### config.mk
export PLATFORM = sky130hd
export DESIGN_NAME = cpbc_top
export DESIGN_NICKNAME = d
export VERILOG_FILES = /design/src/cpbc_pkg.sv /design/src/cpbc_bt_if.sv /design/src/cpbc_top.sv /design/src/cpbc_bit_timer.sv
export SDC_FILE = /design/constraint.sdc
export NUM_CORES = 2
export LEC_CHECK = 0
export ABC_AREA = 1
export BUFFER_PORTS_ARGS = -buffer_cell sky130_fd_sc_hd__buf_2
export CORE_MARGIN = 2
export CORE_UTILIZATION = 25
export CTS_CLUSTER_SIZE = 8
export DETAILED_ROUTE_END_ITERATION = 8
export SLEW_MARGIN = 40
export SYNTH_ARGS = -nofsm -noshare
export SYNTH_HDL_FRONTEND = slang
export SYNTH_SLANG_ARGS = --single-unit
### constraint.sdc
create_clock -name aclk -period 10 [get_ports aclk]
set_input_delay 2 -clock aclk [delete_from_list [all_inputs] [get_ports aclk]]
set_output_delay 2 -clock aclk [all_outputs]
set_load 0.03 [all_outputs]
### src/cpbc_pkg.sv
// Purpose: shared constants for the bit clock and power block
// Assumes: one 200 MHz clock, byte registers on 32-bit words
// Notes: offsets are printed byte offsets; bus address is 4x index
package cpbc_pkg;
  // clock and wakeup glitch filter timing
  localparam int CLK_MHZ = 200;
  localparam int WAKE_FILT_NS = 2000;
  localparam int WAKE_FILT_CYC = (WAKE_FILT_NS * CLK_MHZ + 999) / 1000;
  localparam int FILT_W = $clog2(WAKE_FILT_CYC);
  localparam logic [FILT_W-1:0] WAKE_FILT_LAST = FILT_W'(WAKE_FILT_CYC - 1);
  // window layout, printed offsets
  localparam int WIN_BYTES = 128;
  localparam logic [11:0] WIN_BASE = 12'h100;
  localparam logic [11:0] OFS_MC0 = 12'h100;
  localparam logic [11:0] OFS_MC1 = 12'h101;
  localparam logic [11:0] OFS_BT0 = 12'h102;
  localparam logic [11:0] OFS_BT1 = 12'h103;
  localparam logic [11:0] OFS_STAT = 12'h104;
  localparam logic [11:0] OFS_RXBG = 12'h120;
  localparam logic [11:0] OFS_RX_FOREGROUND_BUFFER = 12'h140;
  localparam logic [11:0] OFS_TXA = 12'h150;
  localparam logic [11:0] OFS_TXB = 12'h160;
  localparam logic [11:0] OFS_TXC = 12'h170;
  // field positions
  localparam int MC0_SLPRQ = 0;
  localparam int MC0_TLNK = 1;
  localparam int MC0_TEST = 2;
  localparam int MC1_WFM = 0;
  localparam int MC1_CSEL = 1;
  localparam int MC1_WPDE = 2;
  localparam int MC1_WIE = 3;
  localparam int ST_SLEEP_ACKNOWLEDGE = 0;
  localparam int ST_WAKE = 1;
  localparam int ST_PD = 2;
  // reset values: shortest legal segments
  localparam logic [7:0] MC0_RST = 8'h00;
  localparam logic [7:0] MC1_RST = 8'h00;
  localparam logic [7:0] BT0_RST = 8'h00;
  localparam logic [7:0] BT1_RST = 8'h13;
  // segment floors in quanta
  localparam logic [5:0] FIRST_SEGMENT_LENGTH_MIN_TQ = 6'h04;
  localparam logic [5:0] SECOND_SEGMENT_LENGTH_MIN_TQ = 6'h02;
  localparam logic [1:0] RESP_OKAY = 2'h0;
  localparam logic [1:0] RESP_SLVERR = 2'h2;
  // printed offset to window index
  function automatic logic [6:0] win_idx(logic [11:0] ofs);
    return 7'(ofs - WIN_BASE);
  endfunction
endpackage

### src/cpbc_bt_if.sv
`timescale 1ns/1ps
// Purpose: config and strobes between control and bit timer
// Assumes: single clock domain
// Notes: tick is the selected module clock as an enable
interface cpbc_bt_if;
  logic tick;
  logic run;
  logic rx_in;
  logic [5:0] presc;
  logic [3:0] first_segment_length;
  logic [2:0] second_segment_length;
  logic [1:0] resync_jump_width;
  logic tq_tick;
  logic bit_start;
  logic sample_pt;
  modport cfg(output tick, run, rx_in, presc, first_segment_length, second_segment_length, resync_jump_width,
    input tq_tick, bit_start, sample_pt);
  modport tmr(input tick, run, rx_in, presc, first_segment_length, second_segment_length, resync_jump_width,
    output tq_tick, bit_start, sample_pt);
endinterface

### src/cpbc_top.sv
`timescale 1ns/1ps
// Purpose: power-down, wakeup filter, timer link and bit clock
// Assumes: protocol engine outside; AXI4-Lite register access
// Notes: registers are bytes in the low lane of each word

module cpbc_top import cpbc_pkg::*; #(
  parameter int ADDR_W = 9
) (
  // clock and reset
  input wire logic aclk,
  input wire logic aresetn,
  // register bus write
  input wire logic [ADDR_W-1:0] s_axi_awaddr,
  input wire logic [2:0] s_axi_awprot,
  input wire logic s_axi_awvalid,
  output logic s_axi_awready,
  input wire logic [31:0] s_axi_wdata,
  input wire logic [3:0] s_axi_wstrb,
  input wire logic s_axi_wvalid,
  output logic s_axi_wready,
  output logic [1:0] s_axi_bresp,
  output logic s_axi_bvalid,
  input wire logic s_axi_bready,
  // register bus read
  input wire logic [ADDR_W-1:0] s_axi_araddr,
  input wire logic [2:0] s_axi_arprot,
  input wire logic s_axi_arvalid,
  output logic s_axi_arready,
  output logic [31:0] s_axi_rdata,
  output logic [1:0] s_axi_rresp,
  output logic s_axi_rvalid,
  input wire logic s_axi_rready,
  // cpu low-power state
  input wire logic cpu_stop,
  input wire logic cpu_wait,
  // module clock sources as enables
  input wire logic crystal_osc_clock,
  input wire logic system_bus_clock,
  // protocol engine side
  input wire logic engine_busy,
  input wire logic engine_tx,
  input wire logic frame_ok,
  input wire logic rx_wr_en,
  input wire logic [3:0] rx_wr_idx,
  input wire logic [7:0] rx_wr_data,
  output logic abort_frame,
  output logic bit_start,
  output logic sample_point,
  // bus pins
  input wire logic bus_receive_pin,
  output logic bus_transmit_pin,
  // capture timer and wakeup
  output logic timer_link_out,
  output logic wakeup_irq
);
  typedef enum logic [1:0] {
    RG_CTRL,
    RG_BG,
    RG_BUF,
    RG_NONE
  } cpbc_region_e;

  typedef struct packed {
    logic [7:0] mc0;
    logic [7:0] mc1;
    logic [7:0] bt0;
    logic [7:0] bt1;
    logic sleep_acknowledge;
    logic wake;
    logic pd;
    logic tx;
    logic link_pend;
    logic link_pulse;
    logic link_out;
    logic irq;
    logic [FILT_W-1:0] filt;
    logic [3:0][15:0][7:0] mbuf;
    logic [15:0][7:0] bg;
    logic aw_got;
    logic w_got;
    logic [6:0] aw_idx;
    logic [7:0] w_byte;
    logic w_en;
    logic awready;
    logic wready;
    logic bvalid;
    logic [1:0] bresp;
    logic arready;
    logic rvalid;
    logic [1:0] rresp;
    logic [7:0] rbyte;
    logic [6:0] ar_idx;
  } cpbc_top_s;

  localparam cpbc_top_s RST_S = '{mc0: MC0_RST, mc1: MC1_RST, bt0: BT0_RST,
    bt1: BT1_RST, tx: 1'b1, default: '0};

  cpbc_top_s s, n;
  logic pd_now;
  logic wake_hit;
  cpbc_bt_if bt();

  ////////////////////////////////////////////////////////////////////
  // window decode; upper index bits fall outside the 128 bytes
  function automatic cpbc_region_e region(logic [6:0] i);
    if (i >= win_idx(OFS_RX_FOREGROUND_BUFFER)) begin
      return RG_BUF;
    end else if (i >= win_idx(OFS_RXBG) && i < win_idx(OFS_RXBG) + 7'h10) begin
      return RG_BG;
    end else if (i <= win_idx(OFS_STAT)) begin
      return RG_CTRL;
    end else begin
      return RG_NONE;
    end
  endfunction

  // read mux for one byte
  function automatic logic [7:0] rd_byte(cpbc_top_s st, logic [6:0] i);
    logic [7:0] r;
    r = 8'h00;
    unique case (region(i))
      RG_CTRL: begin
        if (i == win_idx(OFS_MC0)) r = st.mc0;
        if (i == win_idx(OFS_MC1)) r = st.mc1;
        if (i == win_idx(OFS_BT0)) r = st.bt0;
        if (i == win_idx(OFS_BT1)) r = st.bt1;
        if (i == win_idx(OFS_STAT)) r = {5'h00, st.pd, st.wake, st.sleep_acknowledge};
      end
      RG_BG: begin
        r = st.mc0[MC0_TEST] ? st.bg[i[3:0]] : 8'h00;
      end
      RG_BUF: begin
        r = st.mbuf[i[5:4]][i[3:0]];
      end
      RG_NONE: begin
        r = 8'h00;
      end
    endcase
    return r;
  endfunction

  ////////////////////////////////////////////////////////////////////
  // next-state logic
  always_comb begin
    n = s;
    // stop, or wait with the enable bit, powers down
    pd_now = cpu_stop || (cpu_wait && s.mc1[MC1_WPDE]);
    n.pd = pd_now;
    wake_hit = 1'b0;

    // write address and data are taken in either order
    if (s.awready && s_axi_awvalid) begin
      n.aw_got = 1'b1;
      n.aw_idx = s_axi_awaddr[8:2];
    end
    if (s.wready && s_axi_wvalid) begin
      n.w_got = 1'b1;
      n.w_byte = s_axi_wdata[7:0];
      n.w_en = s_axi_wstrb[0];
    end
    // a pending write waits out power-down rather than landing
    if (s.aw_got && s.w_got && !s.bvalid && !s.pd) begin
      n.aw_got = 1'b0;
      n.w_got = 1'b0;
      n.bvalid = 1'b1;
      n.bresp = RESP_OKAY;
      unique case (region(s.aw_idx))
        RG_CTRL: begin
          if (s.w_en) begin
            if (s.aw_idx == win_idx(OFS_MC0)) n.mc0 = s.w_byte;
            if (s.aw_idx == win_idx(OFS_MC1)) n.mc1 = s.w_byte;
            if (s.aw_idx == win_idx(OFS_BT0)) n.bt0 = s.w_byte;
            if (s.aw_idx == win_idx(OFS_BT1)) n.bt1 = s.w_byte;
            if (s.aw_idx == win_idx(OFS_STAT) && s.w_byte[ST_WAKE]) n.wake = 1'b0;
          end
        end
        RG_BG: begin
          n.bresp = RESP_OKAY;
        end
        RG_BUF: begin
          // foreground receive buffer ignores writes
          if (s.w_en && s.aw_idx[5:4] != 2'h0) begin
            n.mbuf[s.aw_idx[5:4]][s.aw_idx[3:0]] = s.w_byte;
          end
        end
        RG_NONE: begin
          n.bresp = RESP_SLVERR;
        end
      endcase
    end
    if (s.bvalid && s_axi_bready) begin
      n.bvalid = 1'b0;
    end
    n.awready = !pd_now && !n.aw_got && !n.bvalid;
    n.wready = !pd_now && !n.w_got && !n.bvalid;

    // read: one outstanding, answered the next cycle
    if (s.arready && s_axi_arvalid) begin
      n.ar_idx = s_axi_araddr[8:2];
      n.rvalid = 1'b1;
      n.rbyte = rd_byte(s, s_axi_araddr[8:2]);
      n.rresp = (region(s_axi_araddr[8:2]) == RG_NONE) ? RESP_SLVERR : RESP_OKAY;
    end
    if (s.rvalid && s_axi_rready) begin
      n.rvalid = 1'b0;
    end
    n.arready = !pd_now && !n.rvalid;

    // sleep handshake follows the request once the engine is idle
    if (n.mc0[MC0_SLPRQ] && !engine_busy && !pd_now) begin
      n.sleep_acknowledge = 1'b1;
    end
    if (!n.mc0[MC0_SLPRQ]) begin
      n.sleep_acknowledge = 1'b0;
    end

    // dominant level while asleep wakes; filter needs a steady run
    n.filt = '0;
    if (s.sleep_acknowledge && !bus_receive_pin) begin
      if (!s.mc1[MC1_WFM] || s.filt == WAKE_FILT_LAST) begin
        wake_hit = 1'b1;
      end else begin
        n.filt = s.filt + 1'b1;
      end
    end
    if (wake_hit) begin
      // set after the software clear so a same-cycle wake is kept
      n.wake = 1'b1;
      n.sleep_acknowledge = 1'b0;
      n.mc0[MC0_SLPRQ] = 1'b0;
    end
    n.irq = (s.irq && n.wake && n.mc1[MC1_WIE])
      || (wake_hit && s.sleep_acknowledge && s.mc1[MC1_WIE]);

    // engine fills the background buffer, good frame copies it
    if (rx_wr_en && !s.pd) begin
      n.bg[rx_wr_idx] = rx_wr_data;
    end
    if (frame_ok && !s.pd && !s.sleep_acknowledge) begin
      n.mbuf[0] = s.bg;
    end

    // link pulse spans bit start to bit start: exactly one bit
    if (bt.bit_start) begin
      n.link_pulse = s.link_pend;
      n.link_pend = 1'b0;
    end
    // frame_ok covers received and own sent frames alike
    if (frame_ok && !s.pd) begin
      n.link_pend = 1'b1;
    end
    if (pd_now) begin
      n.link_pend = 1'b0;
      n.link_pulse = 1'b0;
    end
    n.link_out = n.link_pulse && n.mc0[MC0_TLNK];

    // recessive while powered down or asleep
    n.tx = (pd_now || n.sleep_acknowledge) ? 1'b1 : engine_tx;
  end

  // state register
  always_ff @(posedge aclk) begin
    if (!aresetn) begin
      s <= RST_S;
    end else begin
      s <= n;
    end
  end

  ////////////////////////////////////////////////////////////////////
  // bit timer hookup; tick rate bounds the 10 kbps to 1 Mbps span
  assign bt.tick = s.mc1[MC1_CSEL] ? system_bus_clock : crystal_osc_clock;
  assign bt.run = !s.pd && !s.sleep_acknowledge;
  assign bt.rx_in = bus_receive_pin;
  assign bt.presc = s.bt0[5:0];
  assign bt.resync_jump_width = s.bt0[7:6];
  assign bt.first_segment_length = s.bt1[3:0];
  assign bt.second_segment_length = s.bt1[6:4];

  cpbc_bit_timer u_bit_timer (
    .aclk(aclk),
    .aresetn(aresetn),
    .bt(bt.tmr)
  );

  // outputs
  assign s_axi_awready = s.awready;
  assign s_axi_wready = s.wready;
  assign s_axi_bvalid = s.bvalid;
  assign s_axi_bresp = s.bresp;
  assign s_axi_arready = s.arready;
  assign s_axi_rvalid = s.rvalid;
  assign s_axi_rresp = s.rresp;
  assign s_axi_rdata = {24'h000000, s.rbyte};
  assign abort_frame = s.pd;
  assign bit_start = bt.bit_start;
  assign sample_point = bt.sample_pt;
  assign bus_transmit_pin = s.tx;
  assign timer_link_out = s.link_out;
  assign wakeup_irq = s.irq;

  ////////////////////////////////////////////////////////////////////
  pd_entry_a:
  assert property (@(posedge aclk) disable iff (!aresetn)
    (cpu_stop || (cpu_wait && s.mc1[MC1_WPDE])) |=> abort_frame)
    else $error("power-down not entered");
  abort_now_a:
  assert property (@(posedge aclk) disable iff (!aresetn)
    $rose(abort_frame) |-> !s.link_pend && !s.link_pulse)
    else $error("frame activity survived power-down");
  tx_recessive_a:
  assert property (@(posedge aclk) disable iff (!aresetn)
    abort_frame |-> bus_transmit_pin)
    else $error("transmit pin dominant in power-down");
  no_access_a:
  assert property (@(posedge aclk) disable iff (!aresetn)
    abort_frame |-> !s_axi_awready && !s_axi_wready && !s_axi_arready)
    else $error("bus accepted during power-down");
  wake_filter_a:
  assert property (@(posedge aclk) disable iff (!aresetn)
    wake_hit && s.mc1[MC1_WFM] |-> s.filt == WAKE_FILT_LAST)
    else $error("filtered wake before glitch time");
  link_start_a:
  assert property (@(posedge aclk) disable iff (!aresetn)
    $changed(s.link_pulse) |-> $past(bt.bit_start) || $past(s.pd) || abort_frame)
    else $error("link pulse edge off bit boundary");
  link_gate_a:
  assert property (@(posedge aclk) disable iff (!aresetn)
    timer_link_out |-> s.mc0[MC0_TLNK] && s.link_pulse)
    else $error("link output while disabled");
  wake_irq_a:
  assert property (@(posedge aclk) disable iff (!aresetn)
    $rose(wakeup_irq) |-> $past(s.sleep_acknowledge) && $past(s.mc1[MC1_WIE]))
    else $error("wake interrupt without sleep ack");
  bg_test_a:
  assert property (@(posedge aclk) disable iff (!aresetn)
    s.rvalid && region(s.ar_idx) == RG_BG && !s.mc0[MC0_TEST] |-> s.rbyte == 8'h00)
    else $error("background buffer read outside test");
endmodule

### src/cpbc_bit_timer.sv
`timescale 1ns/1ps
// Purpose: quantum prescaler and bit segment sequencer
// Assumes: fields hold length minus one
// Notes: one resync per bit, no hard sync
module cpbc_bit_timer import cpbc_pkg::*; (
  // clock and reset
  input wire logic aclk,
  input wire logic aresetn,
  // config and strobes
  cpbc_bt_if.tmr bt
);
  typedef struct packed {
    logic [5:0] pcnt;
    logic [5:0] pos;
    logic [5:0] ext;
    logic [5:0] shrt;
    logic done;
    logic rx_prev;
    logic tq_tick;
    logic bit_start;
    logic sample_pt;
  } cpbc_bt_s;

  cpbc_bt_s s, n;
  logic [5:0] l1;
  logic [5:0] l2;
  logic [5:0] jw;

  function automatic logic [5:0] umax(logic [5:0] a, logic [5:0] b);
    return (a > b) ? a : b;
  endfunction

  function automatic logic [5:0] umin(logic [5:0] a, logic [5:0] b);
    return (a < b) ? a : b;
  endfunction

  ////////////////////////////////////////////////////////////////////
  // segment lengths, floored so a bad field cannot break the bit
  assign l1 = umax(6'(bt.first_segment_length) + 6'h01, FIRST_SEGMENT_LENGTH_MIN_TQ) + s.ext;
  assign l2 = umax(6'(bt.second_segment_length) + 6'h01, SECOND_SEGMENT_LENGTH_MIN_TQ) - s.shrt;
  assign jw = 6'(bt.resync_jump_width) + 6'h01;

  // quantum and segment sequencing
  always_comb begin
    n = s;
    n.tq_tick = 1'b0;
    n.bit_start = 1'b0;
    n.sample_pt = 1'b0;
    n.rx_prev = bt.rx_in;
    if (!bt.run) begin
      n.pcnt = 6'h00;
      n.pos = 6'h00;
      n.ext = 6'h00;
      n.shrt = 6'h00;
      n.done = 1'b0;
    end else begin
      // recessive to dominant edge outside sync segment
      if (s.rx_prev && !bt.rx_in && !s.done && s.pos != 6'h00) begin
        n.done = 1'b1;
        if (s.pos <= l1) begin
          n.ext = umin(s.pos, jw);
        end else begin
          n.shrt = umin(jw, l1 + l2 - s.pos);
        end
      end
      if (bt.tick) begin
        if (s.pcnt >= bt.presc) begin
          n.pcnt = 6'h00;
          n.tq_tick = 1'b1;
          if (s.pos >= l1 + l2) begin
            n.pos = 6'h00;
            n.bit_start = 1'b1;
            n.ext = 6'h00;
            n.shrt = 6'h00;
            n.done = 1'b0;
          end else begin
            n.pos = s.pos + 6'h01;
            n.sample_pt = (s.pos == l1);
          end
        end else begin
          n.pcnt = s.pcnt + 6'h01;
        end
      end
    end
  end

  // state register
  always_ff @(posedge aclk) begin
    if (!aresetn) begin
      s <= '{rx_prev: 1'b1, default: '0};
    end else begin
      s <= n;
    end
  end

  assign bt.tq_tick = s.tq_tick;
  assign bt.bit_start = s.bit_start;
  assign bt.sample_pt = s.sample_pt;

  ////////////////////////////////////////////////////////////////////
  sync_first_a:
  assert property (@(posedge aclk) disable iff (!aresetn)
    s.bit_start |-> s.pos == 6'h00 && s.tq_tick)
    else $error("bit start outside sync segment");
  seg1_span_a:
  assert property (@(posedge aclk) disable iff (!aresetn)
    s.sample_pt |-> s.pos >= 6'h05 && s.pos <= 6'h15)
    else $error("sample point outside first segment range");
  jump_width_a:
  assert property (@(posedge aclk) disable iff (!aresetn)
    s.ext <= 6'h04 && s.shrt <= 6'h04)
    else $error("resync step above four quanta");
  bit_total_a:
  assert property (@(posedge aclk) disable iff (!aresetn)
    s.pos <= 6'h1C)
    else $error("bit longer than allowed quanta");
endmodule

## Word level (Yosys, flattened, before mapping)

Index checks and enable logic that the tools add are counted.

- Bits in registers: 759
- Output and inout port bits: 47
- Logic and storage cells: 322

- $add $sub $neg: 10
- Magnitude comparators: 23
- Equality and inequality tests: 15
- Mux-type cells: 75
- Bitwise operators: 5
- Reduce and logical (&&, ||, !) cells: 76

Operators by type and width:

| operator | count |
|---|---|
| $mux 128 | 6 |
| $bwmux 512 | 1 |
| $bmux 128 s2 | 1 |
| $demux 128 s2 | 1 |
| $bwmux 128 | 1 |
| $mux 8 | 13 |
| $mux 26 | 3 |
| $bmux 8 s4 | 2 |
| $demux 8 s4 | 2 |
| $mux 13 | 4 |
| $mux 6 | 8 |
| $logic_and 1x1->1 | 36 |
| $pmux 8 s4 | 1 |
| $eq 7x2->1 const B | 4 |
| $mux 2 | 14 |
| $reduce_and 4->1 | 5 |
| $mux 18 | 1 |
| $mux 1 | 16 |
| $lt 4x5->1 const B | 3 |
| $eq 7x1->1 const B | 2 |
| $eq 7x3->1 const B | 2 |
| $ge 7x6->1 const B | 2 |
| $ge 7x7->1 const B | 2 |
| $le 7x3->1 const B | 2 |
| 34 further kinds | 72 |

## Logic depth before layout (Yosys ltp)

- Word-level depth: 16
- Depth in mapped cells: 30
- Gate-level depth less buffers: 30

## Modules after synthesis

A second synthesis with hierarchy kept.

- Cell total of the unflattened synthesis: 4908
- Area, all modules: 34827.2 um^2

By module, submodules not included:

| module | times used | cells each | area each (um^2) | sequential area each (um^2) |
|---|---|---|---|---|
| cpbc_top | 1 | 4539 | 32200.9 | 14453.9 |
| cpbc_bit_timer | 1 | 369 | 2626.3 | 580.6 |

## Worst setup path after synthesis

OpenSTA, ideal clock, no wires.

- Kind: register -> register
- Start point: register s, in the netlist bt.first_segment_length[0]
- End point: register u_bit_timer.s[11] (netlist bit)
- Arrival time: 4.655 ns
- Setup slack: 5.228 ns
- Cell stages (with the launch flop): 30
- Buffers on the path: 1
- Cell sequence: dfxtp_1 > ha_1 > inv_1 > a21oi_1 > nor2_1 > ha_1 > fa_1 > xnor2_1 > fa_1 > inv_1 > ha_1 > nand2_1 > nand2_1 > a31oi_1 > inv_1 > a21oi_1 > o21bai_1 > xnor2_1 > nand2b_1 > nand2_1 > ha_1 > nand2_1 > inv_1 > a21oi_1 > nand2_1 > nand2_1 > inv_1 > o21ai_1 > buf_2 > nor2_1

- Word-level cells in the longest chain between the ends: 10
- Elaborated cells on any way between the ends: 12

Ends and longest elaborated chain:

| element | line | text |
|---|---|---|
| start: declaration | cpbc_top.sv:98 | `cpbc_top_s s, n;` |
| start signal: assignment | cpbc_top.sv:267 | `s <= n;` |
| $add 4x1->5 (*) | cpbc_bit_timer.sv:39 | `assign l1 = umax(6'(bt.first_segment_length) + 6'h01, FIRST_SEGMENT_LENGTH_MIN_TQ) + s.ext;` |
| $gt 6x3->1 | cpbc_bit_timer.sv:30 | `return (a > b) ? a : b;` |
| $mux 6 (*) | cpbc_bit_timer.sv:30 |  |
| $add 6x6->6 (*) | cpbc_bit_timer.sv:39 |  |
| parallel branches: the longest is 5 deep, another holds $add 6x6->6 | n/a |  |
| $mux 13 (*) | cpbc_bit_timer.sv:66 | `if (bt.tick) begin` |
| end signal: assignment | cpbc_bit_timer.sv:92 | `s <= n;` |
| end: declaration | cpbc_bit_timer.sv:24 | `cpbc_bt_s s, n;` |

Mark *: on every way between the ends.
A chain may end at the register's enable or synchronous reset.

## Final worst setup path

- Start point: register s, in the netlist bt.first_segment_length[1]
- End point: register u_bit_timer.s[19] (netlist bit)

- Word-level cells in the longest chain between the ends: 7

Ends and longest elaborated chain:

| element | line | text |
|---|---|---|
| $add 4x1->5 (*) | cpbc_bit_timer.sv:39 |  |
| $gt 6x3->1 | cpbc_bit_timer.sv:30 |  |
| $mux 6 (*) | cpbc_bit_timer.sv:30 |  |
| $add 6x6->6 (*) | cpbc_bit_timer.sv:39 |  |
| $add 6x6->6 (*) | cpbc_bit_timer.sv:70 | `if (s.pos >= l1 + l2) begin` |
| $ge 6x6->1 (*) | cpbc_bit_timer.sv:70 |  |
| $mux 6 (*) | cpbc_bit_timer.sv:70 |  |

Every way passes the cells marked *; elsewhere a longest branch is shown, timed or not.

==> results.toml <==
[sta]
worstMarginPinSlew_ns = 0.902
hold_viol_final = 0
slew_viol_final = 0
hold_slack_ns = 0.444
setup_viol = 0
slew_headroom_pct = 39.9
fmax_mhz = 185
fin_crit_sh_pct = 54.0
fin_setup_tns_ns = 0
rsz0062_at_grt = "false"
skew_ns = 0.0278
fin_crit_ns = 5.40

[synth]
synth_edf_count = 0
ys_ff_latch = 750
synth.top_cell.area_share_pct = 43.6
synth_area_mm2 = 0.0344
synth_ff_type = "dfxtp_1"
netlist-cell-type-count = 53
post-synth-top-area-cell = "dfxtp_1"
yosys-top-cells-count = "nand2_1, dfxtp_1, a21oi_1"
ys_warn_count = 0
ys_async_sr_fraction_pct = 0
avgSynthCellArea_um2 = 7.19
synth_cells = 4786
yosysMostFrequentCell = "nand2_1"
ys_seq_area_share_pct = 43.6
netlist_top_cells_area = "dfxtp_1, a21oi_1, o21ai_0, nand2_1, inv_1"

[critical_path]
crit_fanout = 17
cp_slowest_cell = "fa_1"
cp-start-kind = "register"
max_stage_delay_ns = 0.49
worstPathArrival_ns = 5.96
path_class = "reg2reg"
required_ns = 10.56
cp-end-kind = "register"

[run_status]
status = "finished clean"

[clocking]
cts_tree = "yes"
h-tree-depth = 3
numCtsBuffers = 103
clock_sinks = 750
cts-root-buf = "clkbuf_16"
cts.clk_slew.worst_paths_ns = 0.06
clock_latency_ns = 0.68
cts_resized = 0
clockBufferDepth = 3
post_cts_buffers = 0
holdBufCountCts = 0

[power]
p_leak_nw = 13.9
p_comb_share_pct = 9.4
peakVddDrop_mv = 0.125
p_sw_w = 0.00180
p_sw_share_pct = 26.4
seq_power_share_pct = 44.9
power.density_mw_per_mm2 = 177
clkPwrFrac_pct = 45.7
p_int_w = 0.00503

[floorplanning]
design.core.area_mm2 = 0.137
dieArea_mm2 = 0.141
num_rows = 136
die_width_um = 375
io-pin-count = 135
start_util_pct = 25.1
die_height_um = 375

[route]
firstDrtPassIters = 6
first_iter_violations = 3179
drc = 0
vias = 31700
postRouteAntennaNets = 0
totalWireLength_mm = 122
routed_via_density = 4.90
wire_per_inst_um = 18.9

[place]
portBuffers = 71
hpwl_mm = 79.6
gp_congestion = 0.926

[global_route]
grt_max_degree = 110
grt_overflow_total = 0
track_usage_pct = 16.7
antenna_found_initial = 12
grt_pass1_vias = 28700
grt_pass1_wl_mm = 183

[job]
cap_viol_max_count = 0

[finish]
multi_input_area_mm2 = 0.0159
n_fill_cell = 14700
regArea_mm2 = 0.0150
syn2layout_area_growth_pct = 11.9
final_layout_size_suffix_gt1_share_pct = 6.57
nets = 4785

[min_path]
hold_path.class = "reg2reg"
[placed cells by master, fill, tap and decap left out, drive strengths merged]
cell type  netlist  layout
o22ai           13      13
diode            0       9
nand3b           2       2
o31ai            2       2
buf            165     112
nand2          816     816
o211ai          18      18
a32o             1       1
a22oi           22      22
o32ai            1       1
a31oi            9       9
and3             1       1
xor2            15      15
nor4             6       6
clkbuf         213     107
o21ai          630     630
o21bai           2       2
clkinv          14      13
a211oi         147     147
nand4           26      26
nor3            29      29
ha              41      41
inv            477     483
o221ai           5       5
xnor2            8       8
conb             1      26
o21a             4       4
o2111ai          1       1
fa               6       6
nand3          246     246
o211a            1       1
nor2           394     394
a21oi          714     714
dfxtp          750     750
or2              4       4
nand2b           2       2
[critical path, delay by kind of cell (launching register included)]
family / cells / cell delay [ns]
buf+inv: 7 / 0.63
flops: 1 / 0.41
fa+ha+maj: 6 / 1.93
compound gates: 6 / 0.90
xor+xnor: 2 / 0.61
simple gates: 9 / 0.79
[sequential cells by signal, indices dropped and copies added, names as in the netlist, 2 cells and up]
register,flops
s_axi_rdata,8
bt.presc,6
s,688
bt.first_segment_length,4
bt.resync_jump_width,2
bt.second_segment_length,3
u_bit_timer.s,26
[power groups by stage]
stage / combinational, W / clock (W) / sequential [W]
floorplan: 0.000414 / 0 / 0.00312
global placement: 0.000625 / 0 / 0.00312
detailed placement: 0.000628 / 0 / 0.00312
CTS: 0.000631 / 0.00317 / 0.00306
global route: 0.000698 / 0.00330 / 0.00307
finish: 0.000641 / 0.00312 / 0.00307
[cell type report]
type                       instances  share of cell area (%)
multi-input combinational       3192                    41.2
sequential                       750                    39.0
clock buffer                     107                    6.84
tap                             1794                    5.83
inverter                         491                    4.85
timing repair buffer             112                    1.97
clock inverter                     5                   0.211
antenna                            9                  0.0585
[through the flow]
stage	instance area (um^2)	total power, W	instances	utilization, %	worst slack (ns)
3_3_place_gp	35600	0.00375	6334	26.0	4.59
2_1_floorplan	34500	0.00353	4811	-	5.23
5_1_grt	38500	0.00706	6457	28.1	4.04
4_1_cts	38400	0.00687	6448	28.0	4.57
3_5_place_dp	35700	0.00375	6336	26.1	4.57
6_report	38500	0.00683	6460	28.1	4.60
[logic make-up (layout without fill, tap and decap cells)]
logic type,after synthesis,count (layout),share of synthesized area [%]
xor gates and xnor gates,23,23,0.585
adders and majority gates,47,47,1.84
AOI/OAI and AO/OA,1570,1570,24.5
and+or+nand+nor,1526,1526,18.8
buffers and inverters,869,715,10.6
DFF,750,750,43.6
other,1,35,0.0109
[final timing paths]
path / startpoint / endpoint / slack [ns] / cells after the start
max: bt.first_segment_length[1]$_SDFFE_PN1P_ / u_bit_timer.s[19]$_SDFFE_PN0P_ / 4.60 / 30
min: s[493]$_SDFFE_PN0P_ / s[493]$_SDFFE_PN0P_ / 0.44 / 2
max reg2reg: bt.first_segment_length[1]$_SDFFE_PN1P_ / u_bit_timer.s[19]$_SDFFE_PN0P_ / 4.60 / 30
min reg2reg: s[493]$_SDFFE_PN0P_ / s[493]$_SDFFE_PN0P_ / 0.44 / 2
[per-layer routing]
| layer | routed length [um] | track usage [%] | share of wire [%] |
|---|---|---|---|
| met1 | 52100 | 21.9 | 43 |
| met2 | 55800 | 27.0 | 46 |
| met3 | 7320 | 1.93 | 6.0 |
| met4 | 6590 | 8.96 | 5.4 |
| met5 | 0 | 0 | 0 |
Note: power is estimated with default switching activity, not from simulation.
